`src/radio_irq_pkg.sv`:
```
// constants shared by the radio interrupt enable block
package radio_irq_pkg;
	localparam int ADDR_W = 12;
	localparam int DATA_W = 32;
	localparam int SAMPLE_W = 7;

	// register byte offsets
	localparam logic [11:0] OFS_INTERRUPT_ENABLE_SET = 12'h304;
	localparam logic [11:0] OFS_EVENT_STATUS = 12'h100;
	localparam logic [11:0] OFS_BIT_COUNT_COMPARE = 12'h200;
	localparam logic [11:0] OFS_STRENGTH_SAMPLE_VALUE = 12'h204;

	// event bit positions, shared by status and enable layouts
	localparam int BIT_ADDRESS = 1;
	localparam int BIT_PAYLOAD = 2;
	localparam int BIT_END = 3;
	localparam int BIT_DISABLED = 4;
	localparam int BIT_DEVICE_ADDRESS_MATCH = 5;
	localparam int BIT_DEVICE_ADDRESS_MISS = 6;
	localparam int BIT_STRENGTH_SAMPLE_DONE = 7;
	localparam int BIT_BIT_COUNT_MATCH = 10;
	localparam int BIT_CHECKSUM_GOOD = 12;
	localparam int BIT_CHECKSUM_FAILED = 13;
	localparam int BIT_FRAME_BEGIN = 14;
	localparam int BIT_ENERGY_DETECT_FINISHED = 15;

	// implemented event bits; all others read as zero
	localparam logic [31:0] EVENT_MASK = 32'h0000f4fe;

	// values after reset
	localparam logic [31:0] RST_INTERRUPT_ENABLE_SET = 32'h00000000;
	localparam logic [31:0] RST_EVENT_STATUS = 32'h00000000;
	localparam logic [31:0] RST_BIT_COUNT_COMPARE = 32'h00000000;
	localparam logic [6:0] RST_STRENGTH_SAMPLE_VALUE = 7'h00;
endpackage

```
`src/radio_event_if.sv`:
```
// event carrier between the measurement units and the register block
`timescale 1ns/1ps
interface radio_event_if;
	logic strength_sample_done;
	logic [6:0] strength_sample_value;
	logic bit_count_match;

	modport strength_src (output strength_sample_done, output strength_sample_value);
	modport count_src (output bit_count_match);
	modport sink (input strength_sample_done, input strength_sample_value,
		input bit_count_match);
endinterface

```
`src/strength_sampler.sv`:
```
// captures received strength samples and flags each fresh one
`timescale 1ns/1ps
module strength_sampler
	import radio_irq_pkg::*;
(
	// clock and reset
	input wire logic clock,
	input wire logic rst_n,
	// sample source
	input wire logic sample_strobe,
	input wire logic [6:0] sample_in,
	// to register block
	radio_event_if.strength_src evt
);
	typedef struct packed {
		logic [6:0] value;
		logic done;
	} sampler_state_t;

	sampler_state_t st_r;
	sampler_state_t st_nxt;

	always_comb
	begin
		st_nxt = st_r;
		st_nxt.done = 1'b0;
		if (sample_strobe)
		begin
			// value is stored in the same edge the done pulse rises, so it is readable
			st_nxt.value = sample_in;
			st_nxt.done = 1'b1;
		end
	end

	always_ff @(posedge clock or negedge rst_n)
	begin
		if (!rst_n)
			st_r <= '{value: RST_STRENGTH_SAMPLE_VALUE, done: 1'b0};
		else
			st_r <= st_nxt;
	end

	assign evt.strength_sample_done = st_r.done;
	assign evt.strength_sample_value = st_r.value;
endmodule

```
`src/bit_counter.sv`:
```
// received bit counter with compare match pulse
`timescale 1ns/1ps
module bit_counter
	import radio_irq_pkg::*;
#(
	parameter int CNT_W = 32
)
(
	// clock and reset
	input wire logic clock,
	input wire logic rst_n,
	// receive side
	input wire logic count_start,
	input wire logic bit_strobe,
	input wire logic [CNT_W-1:0] compare,
	// to register block
	radio_event_if.count_src evt
);
	typedef struct packed {
		logic [CNT_W-1:0] count;
		logic counting;
		logic match;
	} counter_state_t;

	counter_state_t st_r;
	counter_state_t st_nxt;

	always_comb
	begin
		st_nxt = st_r;
		st_nxt.match = 1'b0;
		if (count_start)
		begin
			st_nxt.count = '0;
			st_nxt.counting = 1'b1;
		end
		else if (st_r.counting && bit_strobe)
		begin
			st_nxt.count = CNT_W'(st_r.count + 1'b1);
			// fires once on reaching the compare value; counting carries on
			st_nxt.match = (st_nxt.count == compare);
		end
	end

	always_ff @(posedge clock or negedge rst_n)
	begin
		if (!rst_n)
			st_r <= '{count: '0, counting: 1'b0, match: 1'b0};
		else
			st_r <= st_nxt;
	end

	assign evt.bit_count_match = st_r.match;
endmodule

```
`src/radio_interrupt_enable_set.sv`:
```
// radio interrupt enable set register with event status and interrupt line
//
// Decided for this implementation: the plain strobed port.
`timescale 1ns/1ps
module radio_interrupt_enable_set
	import radio_irq_pkg::*;
(
	// clock and reset
	input wire logic clock,
	input wire logic rst_n,
	// register port
	input wire logic [11:0] reg_addr,
	input wire logic [31:0] reg_wdata,
	input wire logic reg_wr,
	input wire logic reg_rd,
	output logic [31:0] reg_rdata,
	// radio event pulses
	input wire logic address_evt,
	input wire logic payload_evt,
	input wire logic end_evt,
	input wire logic disabled_evt,
	input wire logic device_address_match_evt,
	input wire logic device_address_miss_evt,
	input wire logic checksum_good_evt,
	input wire logic checksum_failed_evt,
	input wire logic frame_begin_evt,
	input wire logic energy_detect_finished_evt,
	// bit counter source
	input wire logic bit_count_start,
	input wire logic rx_bit_strobe,
	// strength sample source
	input wire logic sample_strobe,
	input wire logic [6:0] sample_in,
	// interrupt
	output logic irq
);
	typedef struct packed {
		logic [31:0] enable;
		logic [31:0] status;
		logic [31:0] compare;
		logic [31:0] rdata;
		logic irq;
	} regs_state_t;

	regs_state_t st_r;
	regs_state_t st_nxt;
	logic [31:0] events;
	logic [31:0] rd_mux;

	radio_event_if evt_bus ();

	strength_sampler u_sampler (
		.clock(clock),
		.rst_n(rst_n),
		.sample_strobe(sample_strobe),
		.sample_in(sample_in),
		.evt(evt_bus.strength_src)
	);

	bit_counter #(.CNT_W(DATA_W)) u_counter (
		.clock(clock),
		.rst_n(rst_n),
		.count_start(bit_count_start),
		.bit_strobe(rx_bit_strobe),
		.compare(st_r.compare),
		.evt(evt_bus.count_src)
	);

	always_comb
	begin
		events = '0;
		events[BIT_ADDRESS] = address_evt;
		events[BIT_PAYLOAD] = payload_evt;
		events[BIT_END] = end_evt;
		events[BIT_DISABLED] = disabled_evt;
		events[BIT_DEVICE_ADDRESS_MATCH] = device_address_match_evt;
		events[BIT_DEVICE_ADDRESS_MISS] = device_address_miss_evt;
		events[BIT_STRENGTH_SAMPLE_DONE] = evt_bus.strength_sample_done;
		events[BIT_BIT_COUNT_MATCH] = evt_bus.bit_count_match;
		events[BIT_CHECKSUM_GOOD] = checksum_good_evt;
		events[BIT_CHECKSUM_FAILED] = checksum_failed_evt;
		events[BIT_FRAME_BEGIN] = frame_begin_evt;
		events[BIT_ENERGY_DETECT_FINISHED] = energy_detect_finished_evt;
	end

	always_comb
	begin
		unique case (reg_addr)
			OFS_INTERRUPT_ENABLE_SET: rd_mux = st_r.enable;
			OFS_EVENT_STATUS: rd_mux = st_r.status;
			OFS_BIT_COUNT_COMPARE: rd_mux = st_r.compare;
			OFS_STRENGTH_SAMPLE_VALUE: rd_mux = {25'h0, evt_bus.strength_sample_value};
			default: rd_mux = 32'h00000000;
		endcase
	end

	always_comb
	begin
		st_nxt = st_r;
		if (reg_wr && reg_addr == OFS_INTERRUPT_ENABLE_SET)
		begin
			// only ones take effect; enables drop only at reset
			st_nxt.enable = st_r.enable | (reg_wdata & EVENT_MASK);
		end
		// a new event outranks a write-one clear in the same cycle
		if (reg_wr && reg_addr == OFS_EVENT_STATUS)
			st_nxt.status = (st_r.status & ~reg_wdata) | events;
		else
			st_nxt.status = st_r.status | events;
		if (reg_wr && reg_addr == OFS_BIT_COUNT_COMPARE)
			st_nxt.compare = reg_wdata;
		st_nxt.rdata = reg_rd ? rd_mux : 32'h00000000;
		st_nxt.irq = |(st_nxt.status & st_nxt.enable);
	end

	always_ff @(posedge clock or negedge rst_n)
	begin
		if (!rst_n)
		begin
			st_r <= '{enable: RST_INTERRUPT_ENABLE_SET,
				status: RST_EVENT_STATUS,
				compare: RST_BIT_COUNT_COMPARE,
				rdata: 32'h00000000,
				irq: 1'b0};
		end
		else
			st_r <= st_nxt;
	end

	assign reg_rdata = st_r.rdata;
	assign irq = st_r.irq;
endmodule

```
`config.mk`:
```
export PLATFORM = sky130hd
export DESIGN_NAME = radio_interrupt_enable_set
export DESIGN_NICKNAME = d
export VERILOG_FILES = /design/src/radio_irq_pkg.sv /design/src/radio_event_if.sv /design/src/strength_sampler.sv /design/src/bit_counter.sv /design/src/radio_interrupt_enable_set.sv
export SDC_FILE = /design/constraint.sdc
export NUM_CORES = 1
export LEC_CHECK = 0
export BUFFER_PORTS_ARGS = -buffer_cell sky130_fd_sc_hd__clkbuf_2
export CELL_PAD_IN_SITES_DETAIL_PLACEMENT = 1
export CELL_PAD_IN_SITES_GLOBAL_PLACEMENT = 2
export CORE_ASPECT_RATIO = 0.9
export CORE_MARGIN = 2
export CORE_UTILIZATION = 37
export CTS_CLUSTER_DIAMETER = 150
export DETAILED_ROUTE_END_ITERATION = 10
export GPL_TIMING_DRIVEN = 0
export PLACE_DENSITY_LB_ADDON = 0.1
export SETUP_SLACK_MARGIN = 0.1
export SLEW_MARGIN = 20
export SYNTH_ARGS = -nofsm -noshare
export SYNTH_HDL_FRONTEND = slang
export SYNTH_SLANG_ARGS = --single-unit
```
`constraint.sdc`:
```
create_clock -name clock -period 2.9 [get_ports clock]
set_clock_uncertainty 0.2 [all_clocks]
set_input_delay 0.435 -clock clock [delete_from_list [all_inputs] [get_ports clock]]
set_output_delay 0.435 -clock clock [all_outputs]
set_load 0.05 [all_outputs]
```
# After elaboration in Yosys (flattened, before gate mapping)
# Index checks and enable logic that the tools add are counted.
word_totals:
  out_inout_bits: 33
  input_bits: 68
  ff_bits: 171
classes:
  mux: 9
  n_addsub: 1
  bitwise: 6
  n_eq_ne: 5
  n_reduce_logical: 6
ops:
  columns: ["op", "n"]
  rows:
  - ["two-way mux 32 bit", 5]
  - ["one-hot mux 32 bit (4 select lines)", 1]
  - ["bitwise OR 32 x 16 -> 32 bit", 3]
  - ["AND 32 bit", 2]
  - ["== test 12 x 10 -> 1 bit, second input constant", 3]
  - ["adder 32 x 1 -> 32 bit, second input constant", 1]
  - ["== test 32 bit", 1]
  - ["inverter 32 bit", 1]
  - ["OR reduction 32 bit", 1]
  - ["== test 12 x 9 -> 1 bit, second input constant", 1]
  - ["logical AND 1 bit", 4]
  - ["two-way mux 1 bit", 3]
  - ["nonzero test 2 bit", 1]

# Depth between registers and ports, before layout
# Gate-level depths: netlist (run 1).
depth:
  word_depth: 6
  mapped_depth: 9
  ltp_nobuf: 8

# Modules after synthesis
# A second synthesis (run 1) with hierarchy kept.
unflattened:
  cells_unflattened: 705
  hier_area_um2: 7571.0
by_module_without_submodules:
  columns: ["module", "area_per_inst_um2", "cells_per_inst", "instances"]
  rows:
  - ["radio_interrupt_enable_set", 4510.6, 365, 1]
  - ["bit_counter", 2743.9, 324, 1]
  - ["strength_sampler", 316.6, 16, 1]

# Worst setup path before layout (run 1)
# Ideal clock, no wire load.
synth_timing:
  kind: "register to register"
  start: "reg u_counter.st_r[10] in the netlist's numbering"
  end: "reg u_counter.st_r, in the netlist u_counter.evt.bit_count_match"
  t_required_ns: 2.632
  path_slack_ns: 0.484
  setup_ns: 0.068
  arrival_ns: 2.148
  path_stages_with_launch: 10
  synth_period_minus_slack_ns: 2.416
  cell_sequence: "dfrtp_1 buf_4 nand3_1 or4_1 buf_4 nor4_4 xnor2_1 nand2_1 nor4_1 and4_1"
synth_rtl:
  columns: ["element", "line", "rtl"]
  rows:
  - ["from (decl)", "bit_counter.sv:25", "counter_state_t st_r;"]
  - ["from (signal assigned)", "bit_counter.sv:48", "st_r <= '{count: '0, counting: 1'b0, match: 1'b0};"]
  - ["from (signal assigned)", "bit_counter.sv:50", "st_r <= st_nxt;"]

==> results.toml, run 1 <==
[status]
outcome = "finished clean"

[drt]
drt-initial-drc-count = 366
vias_per_cell = 5.258
wirelength_um = 21020
drt_first_pass_iters = 4
wl_per_cell_um = 19.59
drc = 0
vias = 5642
antenna_left = 0

[floorplanning]
core_area_um2 = 19280
die_x_um = 152.0
rows = 48
die_area_um2 = 20850
start_util_pct = 37.82
die_h_um = 137.2
io_pins = 101

[global_route]
grt_max_degree = 95
antenna_found_initial = 0
grt_pass1_vias = 6021
overflow = 0
grtUsageTotal_pct = 20.85
grt_pass1_wl_um = 33510

[setup_path]
critPathMaxStageDelay_ns = 0.53
crit_path_end_kind = "flop"
reg2regPathDepth = 9
crit_slowest_cell = "or4_1"
cp.arrival_ns = 2.93
crit_top_cell = "buf_4"
critPathMaxFanout = 9
worstPathRequired_ns = 3.07
critical_path.cell_chain = "buf_4 > nand3_2 > or4_1 > buf_4 > nor4_4 > nand2_1 > xnor2_1 > nor4_1 > and4_1"
worst_setup_path_start_kind = "flop"
path_class = "flop to flop"

[synth]
synthesis.nets = 744
synth_top_family_by_area = "simple AND/OR/NAND/NOR gates"
syn-instance-count = 675
ys_ff_latch = 151
synth_compound_area_share_pct = 11.24
synth_top_flop_cell = "dfrtp_1"
synth_mux_area_share_pct = 6.315
synth_async_sr_flop_share_pct = 100.0
synth_area_um2 = 7291
synthAdderAreaFrac_pct = 0.1716
yosysSeqAreaShare_pct = 51.83
synth-xor-area-share_pct = 9.250
synth_edf_count = 0
synthSimpleGateAreaFrac_pct = 15.70
synth_cell_types = 44
synth_area_per_cell_um2 = 10.80
yosysWarnings = 0

[clocking]
clockRootBuffer = "clkbuf_16"
clk_latency_ns = 0.44
cts_tree = "done"
cts_max_level = 4
cts_max_path_buffers = 2
clkSlewWorstSetupHoldPaths_ns = 0.07
numClockSinks = 151
numCtsBuffers = 17

[cells_and_area]
nNetsFinal = 879
final_cell_mix = "dfrtp_1, clkbuf_2, nor2_1"
layout_commonest_cell = "dfrtp_1"
drive_above_1_share_pct = 28.68
n_antenna_cell = 0
final_area_um2 = 8980
layout-area-overhead-vs-synth_pct = 23.17

[pwr]
p_leak_nw = 4.196
p_sw_mw = 1.171
p_sw_share_pct = 25.38
totalPowerFinal_mw = 4.616
internal-power_mw = 3.444
clockPowerShare_pct = 49.4
max-vdd-ir-drop_v = 0.0003726
pwr-share-comb_pct = 4.2
powerDensity_nw_per_um2 = 514.0
pwr-share-seq_pct = 46.4

[timing]
max_slew.worst_pin.slew_ns = 0.8162
rsz0062_at_grt = "yes"
worst_slew_margin_rel_pct = 45.59
finalHoldViolCount = 0
fmax_mhz = 361.9
timing.final.crit_period_ns = 2.763
setup_viol = 0
period_share_pct = 95.28
drv_slew = 0

[place]
hpwl_um = 15780
place_congestion = 0.8059
portBuffers = 99
place_area_um2 = 8140

[hold_path]
min_path_type = "input port to flop"
hold_depth = 2

[run]
drv_cap = 0
[area by class of cell]
class | count | area [um2]
Tap cell | 250 | 312.8
Clock inverter | 15 | 177.7
Fill cell | 2139 | 10300
Clock buffer | 17 | 425.4
Sequential cell | 151 | 3782
Multi-Input combinational cell | 453 | 3191
Buffer | 66 | 385.4
Inverter | 5 | 18.77
Timing Repair Buffer | 116 | 686.9
[flip-flops by register name, summed over array words and instances (netlist names)]
register,cells
irq,1
reg_rdata,32
st_r,76
u_counter.evt.bit_count_match,1
u_counter.st_r,33
u_sampler.evt.strength_sample_done,1
u_sampler.evt.strength_sample_value,7
[power groups by stage]
stage               clock [mW]  combinational, mW  sequential (mW)
detailed placement           0              0.183             2.18
CTS                       2.32              0.199             2.14
floorplan                    0             0.0533             2.18
global route              2.41              0.217             2.14
global placement             0              0.172             2.18
finish                    2.28              0.195             2.14
[kinds of logic after synthesis]
family | Yosys count
simple gates | 222
compound gates | 112
fa+ha+maj | 1
buf+inv | 71
flops | 151
xor+xnor | 77
mux | 41
[stage by stage]
stage / worst slack, ns / utilization, % / cells / hold slack [ns] / setup TNS, ns
2_1_floorplan: 0.4841 / - / 675 / -0.06059 / 0
3_3_place_gp: -1.394 / 42.01 / 1024 / 0.2483 / -212.28
3_5_place_dp: -0.3438 / 42.22 / 1025 / 0.2443 / -4.349
4_1_cts: 0.09997 / 46.50 / 1073 / 0.0006223 / 0
5_1_grt: 0.02605 / 46.58 / 1073 / 0.001090 / 0
6_report: 0.1369 / 46.58 / 1073 / 0.005130 / 0
[routing by layer]
metal | track usage [%] | share of wire, % | up-vias
li1 | - | - | 2635
met1 | 29.97 | 49 | 2876
met2 | 32.66 | 45 | 120
met3 | 4.844 | 5.2 | 11
met4 | 3.998 | 0.69 | 0
met5 | 0 | 0 | -
[worst max-delay path: cells and delay by family (launching register included)]
kind | cells | cell delay, ns
buffers and inverters | 2 | 0.36
flip-flops | 1 | 0.32
AND/OR/NAND/NOR | 6 | 1.65
XOR/XNOR | 1 | 0.15
[final timing paths]
kind | startpoint | endpoint | slack, ns
hold / removal | reg_wdata[29] | st_r[94] | 0.005
setup / recovery | u_counter.st_r[10] | u_counter.evt.bit_count_match | 0.14
setup reg to reg | u_counter.st_r[10] | u_counter.evt.bit_count_match | 0.14
min in group asynchronous | rst_n | u_counter.st_r[1] | 0.32
hold reg to reg | st_r[107] | st_r[107] | 0.28
max in group asynchronous | rst_n | st_r[82] | 1.36
[repair_timing]
| item | 4_1_cts | 5_1_grt |
|---|---|---|
| resized for setup | 15 | 5 |
| gates cloned | 0 | 0 |
| setup buffers | 2 | 0 |
| pin swaps | 1 | 0 |
| setup endpoints to repair | 4 | 10 |
| hold buffers | 14 | 0 |
| endpoints found under the hold margin | 70 | 0 |
[Yosys cell counts, types with 4 or more instances]
master | instances | area (um2)
nand3_1 | 15 | 75.07
a31oi_1 | 5 | 31.28
nor2_1 | 72 | 270.3
a222oi_1 | 10 | 100.1
and4_1 | 6 | 52.55
nand4_1 | 19 | 118.9
dfrtp_1 | 151 | 3779
inv_1 | 5 | 18.77
nor3_1 | 16 | 80.08
nor4_1 | 11 | 68.82
and3_1 | 8 | 50.05
a21o_1 | 24 | 180.2
mux2_2 | 40 | 450.4
a21boi_0 | 23 | 172.7
buf_2 | 5 | 25.02
a22oi_1 | 28 | 210.2
a21oi_1 | 12 | 60.06
buf_4 | 34 | 255.2
xor2_1 | 31 | 271.5
or3_1 | 4 | 25.02
o21ai_0 | 5 | 25.02
clkbuf_1 | 25 | 93.84
nand2_1 | 50 | 187.7
xnor2_1 | 46 | 402.9
Power figures use the tool's default switching activity.
==> run 2: changes to the inputs <==
--- a/config.mk
+++ b/config.mk
@@ -9,7 +9,6 @@
 export CELL_PAD_IN_SITES_DETAIL_PLACEMENT = 1
 export CELL_PAD_IN_SITES_GLOBAL_PLACEMENT = 2
 export CORE_ASPECT_RATIO = 0.9
-export CORE_MARGIN = 2
 export CORE_UTILIZATION = 37
 export CTS_CLUSTER_DIAMETER = 150
 export DETAILED_ROUTE_END_ITERATION = 10
==> results.toml, run 2 (synthesized netlist as in run 1, its figures left out) <==
[status]
outcome = "finished clean"

[timing]
fin_ws_ns = 0.1280
period_share_pct = 95.59
drv_slew = 0
max_slew.worst_pin.slew_ns = 0.8206
fmax_mhz = 360.8
setup_viol = 0
finalHoldViolCount = 0
timing.final.crit_period_ns = 2.772
rsz0062_at_grt = "yes"
worst_hold_slack_ns = 0.01497
worst_slew_margin_rel_pct = 45.30

[setup_path]
critPathMaxFanout = 7
worst_setup_path_start_kind = "flop"
path_class = "flop to flop"
worstPathRequired_ns = 3.05
cp.arrival_ns = 2.93
crit_path_end_kind = "flop"
reg2regPathDepth = 8

[drt]
wl_per_cell_um = 19.35
wirelength_um = 20590
vias_per_cell = 5.246
vias = 5582
drt_first_pass_iters = 6
drt-initial-drc-count = 323
antenna_left = 0
drc = 0

[place]
hpwl_um = 15380
place_congestion = 0.8321
dp_slack_ns = -0.4975
portBuffers = 99
dpl.cell_count = 1025

[cells_and_area]
seq_area_um2 = 3780
instances_no_fill = 1064
final_cell_mix = "dfrtp_1, clkbuf_2, nor2_1"
layout_commonest_cell = "dfrtp_1"
drive_above_1_share_pct = 28.87
layout-area-overhead-vs-synth_pct = 22.31
multi_input_area_um2 = 3214
n_antenna_cell = 0
largest_reg_flops = 76
final_util_pct = 46.40
top_register = "st_r"
fillCellCount = 2131
nNetsFinal = 871

[clocking]
numClockSinks = 151
clkSlewWorstSetupHoldPaths_ns = 0.07
numCtsBuffers = 17
cts_tree = "done"
clockRootBuffer = "clkbuf_16"
clk_latency_ns = 0.42
cts_max_level = 4
cts_max_path_buffers = 2

[global_route]
grt_max_degree = 82
antenna_found_initial = 0
grt_pass1_wl_um = 33060
grtUsageTotal_pct = 22.05
overflow = 0
grt_pass1_vias = 5677

[floorplanning]
die_x_um = 150.0
rows = 48
start_util_pct = 37.94
die_h_um = 135.2
die_area_um2 = 20270
core_area_um2 = 19220
io_pins = 101

[hold_path]
hold_depth = 2
min_path_type = "input port to flop"

[pwr]
powerDensity_nw_per_um2 = 512.9
p_leak_nw = 4.197
max-vdd-ir-drop_v = 0.0004131

[run]
drv_cap = 0
[run 2: changes by cell type in the layout (fill, tap and decap cells not counted), moves of 2 or more]
cell | before | now
dlygate4sd3_1 | 14 | 7
clkinv_4 | 0 | 4
inv_8 | 5 | 1
clkbuf_8 | 1 | 3
clkinv_2 | 0 | 2
clkinv_8 | 2 | 0
clkinvlp_4 | 2 | 0
dfrtp_1 | 148 | 150
dfrtp_2 | 3 | 1
inv_6 | 5 | 3
nor4_1 | 7 | 5
[run 2: final timing paths]
| path | slack (ns) | from | end |
|---|---|---|---|
| min | 0.01 | reg_wdata[29] | st_r[94] |
| min reg2reg | 0.24 | u_sampler.evt.strength_sample_done | st_r[72] |
| min in group asynchronous | 0.38 | rst_n | u_sampler.evt.strength_sample_value[1] |
| max reg2reg | 0.13 | u_counter.st_r[8] | u_counter.evt.bit_count_match |
| max | 0.13 | u_counter.st_r[8] | u_counter.evt.bit_count_match |
| max in group asynchronous | 1.32 | rst_n | u_counter.st_r[17] |
[run 2: stage by stage]
stage | power [mW] | TNS (ns) | cell area, um2
2_1_floorplan | 2.233 | 0 | 7291
3_5_place_dp | 2.366 | -11.15 | 8140
3_3_place_gp | 2.354 | -218.54 | 8099
5_1_grt | 4.737 | 0 | 8917
6_report | 4.574 | 0 | 8917
4_1_cts | 4.631 | 0 | 8842
[run 2: repair_timing]
action / 4_1_cts / 5_1_grt
setup buffers: 1 / 0
endpoints found under the setup margin: 12 / 6
pin swaps: 1 / 0
hold buffers: 7 / 0
endpoints found under the hold margin: 76 / 0
resized for setup: 6 / 19
[run 2: routing by layer]
layer / vias to the layer above / wire (um) / GRT usage [%]
li1: 2625 / - / -
met1: 2817 / 10340 / 32.71
met2: 127 / 9173 / 33.00
met3: 13 / 884 / 4.478
met4: 0 / 191 / 4.994
met5: - / 0 / 0
[run 2: critical path: stages, from the launching register on]
cell and delay [ns]:
dfrtp_1 0.49, nand3_4 0.20, or4_1 0.55, buf_4 0.19, nor4_4 0.31, xnor2_1 0.19
nand2_1 0.08, nor4_1 0.26, and4_1 0.23
[run 2: power breakdown]
part	switching (mW)	internal [mW]	leakage, nW
registers	0.0162	2.13	2.02
logic	0.114	0.0743	1.88
clock network	0.917	1.32	0.296
total	1.05	3.53	4.20
[run 2: area by class of cell]
type                    count  area share (%)
clock buffers              19           5.079
well taps                 250           3.508
inverters                   5          0.2105
multi-input cells         453           36.05
repair buffers            108           6.833
clock inverters            12           1.600
plain buffers              66           4.336
flip-flops and latches    151           42.39
==> run 3: changes to the inputs <==
--- a/config.mk
+++ b/config.mk
@@ -9,7 +9,9 @@
 export CELL_PAD_IN_SITES_DETAIL_PLACEMENT = 1
 export CELL_PAD_IN_SITES_GLOBAL_PLACEMENT = 2
 export CORE_ASPECT_RATIO = 0.9
-export CORE_UTILIZATION = 37
+export CORE_MARGIN = 2
+export CORE_UTILIZATION = 39
+export CTS_BUF_LIST = sky130_fd_sc_hd__clkbuf_8
 export CTS_CLUSTER_DIAMETER = 150
 export DETAILED_ROUTE_END_ITERATION = 10
 export GPL_TIMING_DRIVEN = 0
==> results.toml, run 3 (synthesized netlist as in run 1, its figures left out) <==
[status]
outcome = "finished clean"

[setup_path]
path_class = "input port to flop"
startpoint = "reg_addr[7]"
critical_path.cell_chain = "clkbuf_2 > nor4_1 > nand4_1 > nor3_1 > clkbuf_1 > a222oi_1 > nor2_1"
worstPathRequired_ns = 3.07
crit_path_end_kind = "flop"
worstReg2RegEnd = "u_counter.evt.bit_count_match"
r2r_slack_ns = 0.18
critPathMaxFanout = 10
critPathMaxStageDelay_ns = 0.70
reg2regPathDepth = 10
crit_slowest_cell = "nor3_1"
cp.arrival_ns = 2.91
r2r-start = "u_counter.st_r[2]"
worst_setup_path_start_kind = "input port"

[hold_path]
min_from = "reg_wdata[0]"
hold_end = "st_r[65]"
min_path_type = "input port to flop"
hold_depth = 2

[timing]
drv_slew = 0
rsz0062_at_grt = "yes"
setup_viol = 0
period_share_pct = 94.38
fmax_mhz = 365.4
timing.final.crit_period_ns = 2.737
setup_tns_ns = 0
max_slew.worst_pin.slew_ns = 0.8346
finalHoldViolCount = 0
worst_slew_margin_rel_pct = 43.93
fin_ws_ns = 0.1631

[cells_and_area]
drive_above_1_share_pct = 28.72
largest_reg_flops = 76
final_cell_mix = "dfrtp_1, clkbuf_2, nor2_1"
top_register = "st_r"
n_antenna_cell = 0
layout-area-overhead-vs-synth_pct = 23.87
final_area_um2 = 9031
layout_commonest_cell = "dfrtp_1"
nNetsFinal = 902

[place]
place_congestion = 0.8454
portBuffers = 99
hpwl_um = 15610
dp_slack_ns = -0.4038
place_area_um2 = 8129

[floorplanning]
die_x_um = 148.1
die_h_um = 133.7
core_area_um2 = 18350
start_util_pct = 39.74
rows = 47
io_pins = 101
die_area_um2 = 19810

[pwr]
powerDensity_nw_per_um2 = 443.0
p_leak_nw = 4.221
max-vdd-ir-drop_v = 0.0002789
pwr-share-seq_pct = 53.5
internal-power_mw = 3.005
p_sw_share_pct = 24.88
pwr-share-comb_pct = 5.4
p_sw_mw = 0.9955
clockPowerShare_pct = 41.1

[global_route]
grt_pass1_wl_um = 34410
antenna_found_initial = 0
grt_max_degree = 92
grt_pass1_vias = 6222
grtUsageTotal_pct = 22.59
overflow = 0

[drt]
wirelength_um = 21480
drc = 0
vias_per_cell = 5.321
drt_first_pass_iters = 5
vias = 5805
antenna_left = 0
wl_per_cell_um = 19.69
drt-initial-drc-count = 287

[clocking]
cts_max_path_buffers = 2
cts_tree = "done"
numClockSinks = 151
clkSlewWorstSetupHoldPaths_ns = 0.08
numCtsBuffers = 17
clk_latency_ns = 0.46
clockRootBuffer = "clkbuf_8"
cts_max_level = 4

[run]
drv_cap = 0
run 3: cell count changes in the layout (fill, tap and decap cells not counted), sizes merged:
cell | before | now
clkinv | 6 | 7
inv | 9 | 10
buf | 44 | 49
clkbuf | 142 | 140
clkinvlp | 0 | 1
dlygate4sd3 | 7 | 33
run 3: through the flow:
stage	utilization (%)	hold slack (ns)	power, mW	std cells
after floorplan	-	-0.06059	2.233	675
after global placement	44.11	0.2393	2.353	1019
after detailed placement	44.31	0.2432	2.363	1020
after CTS	48.84	0.003825	4.052	1087
after global routing	49.22	0.005159	4.165	1091
final	49.22	0.02084	4.001	1091
run 3: worst max-delay path by stage:
stage | to | slack (ns) | depth (start not counted)
floorplan | u_counter.evt.bit_count_match | 0.48 | 9
global placement | reg_rdata[6] | -1.38 | 1
detailed placement | irq | -0.40 | 10
CTS | u_counter.evt.bit_count_match | 0.13 | 8
global route | u_counter.evt.bit_count_match | 0.06 | 9
finish | reg_rdata[13] | 0.16 | 7
run 3: metal layers:
layer	wire (um)	up-vias	global-route usage, %
met2	10250	122	36.42
met1	9911	2981	31.43
met5	0	-	0
met3	1003	21	4.110
li1	-	2681	-
met4	319	0	6.296
run 3: power groups by stage:
stage,Combinational [mW],Sequential (mW),Clock (mW)
floorplan,0.0533,2.18,0
global placement,0.172,2.18,0
detailed placement,0.182,2.18,0
CTS,0.218,2.14,1.69
global route,0.241,2.14,1.78
finish,0.215,2.14,1.65
run 3: repair_timing:
| item | 4_1_cts | 5_1_grt |
|---|---|---|
| buffers inserted | 2 | 4 |
| endpoints found under the setup margin | 6 | 3 |
| pin swaps | 2 | 8 |
| endpoints found under the hold margin | 92 | 0 |
| resized for setup | 17 | 10 |
| hold buffers | 33 | 0 |
run 3: layout make-up:
| cell class | count | area [um2] |
|---|---|---|
| clock inverter | 15 | 170.2 |
| inverter | 5 | 18.77 |
| tap | 245 | 306.5 |
| clock buffer | 17 | 234.0 |
| sequential | 151 | 3785 |
| fill | 2065 | 9316 |
| buffer | 66 | 387.9 |
| timing repair buffer | 139 | 907.1 |
| multi-input combinational | 453 | 3222 |
run 3: worst max-delay path: cells and delay by family:
| family | cells | cell delay [ns] |
|---|---|---|
| compound gates | 1 | 0.33 |
| buf+inv | 2 | 0.61 |
| simple gates | 4 | 1.52 |
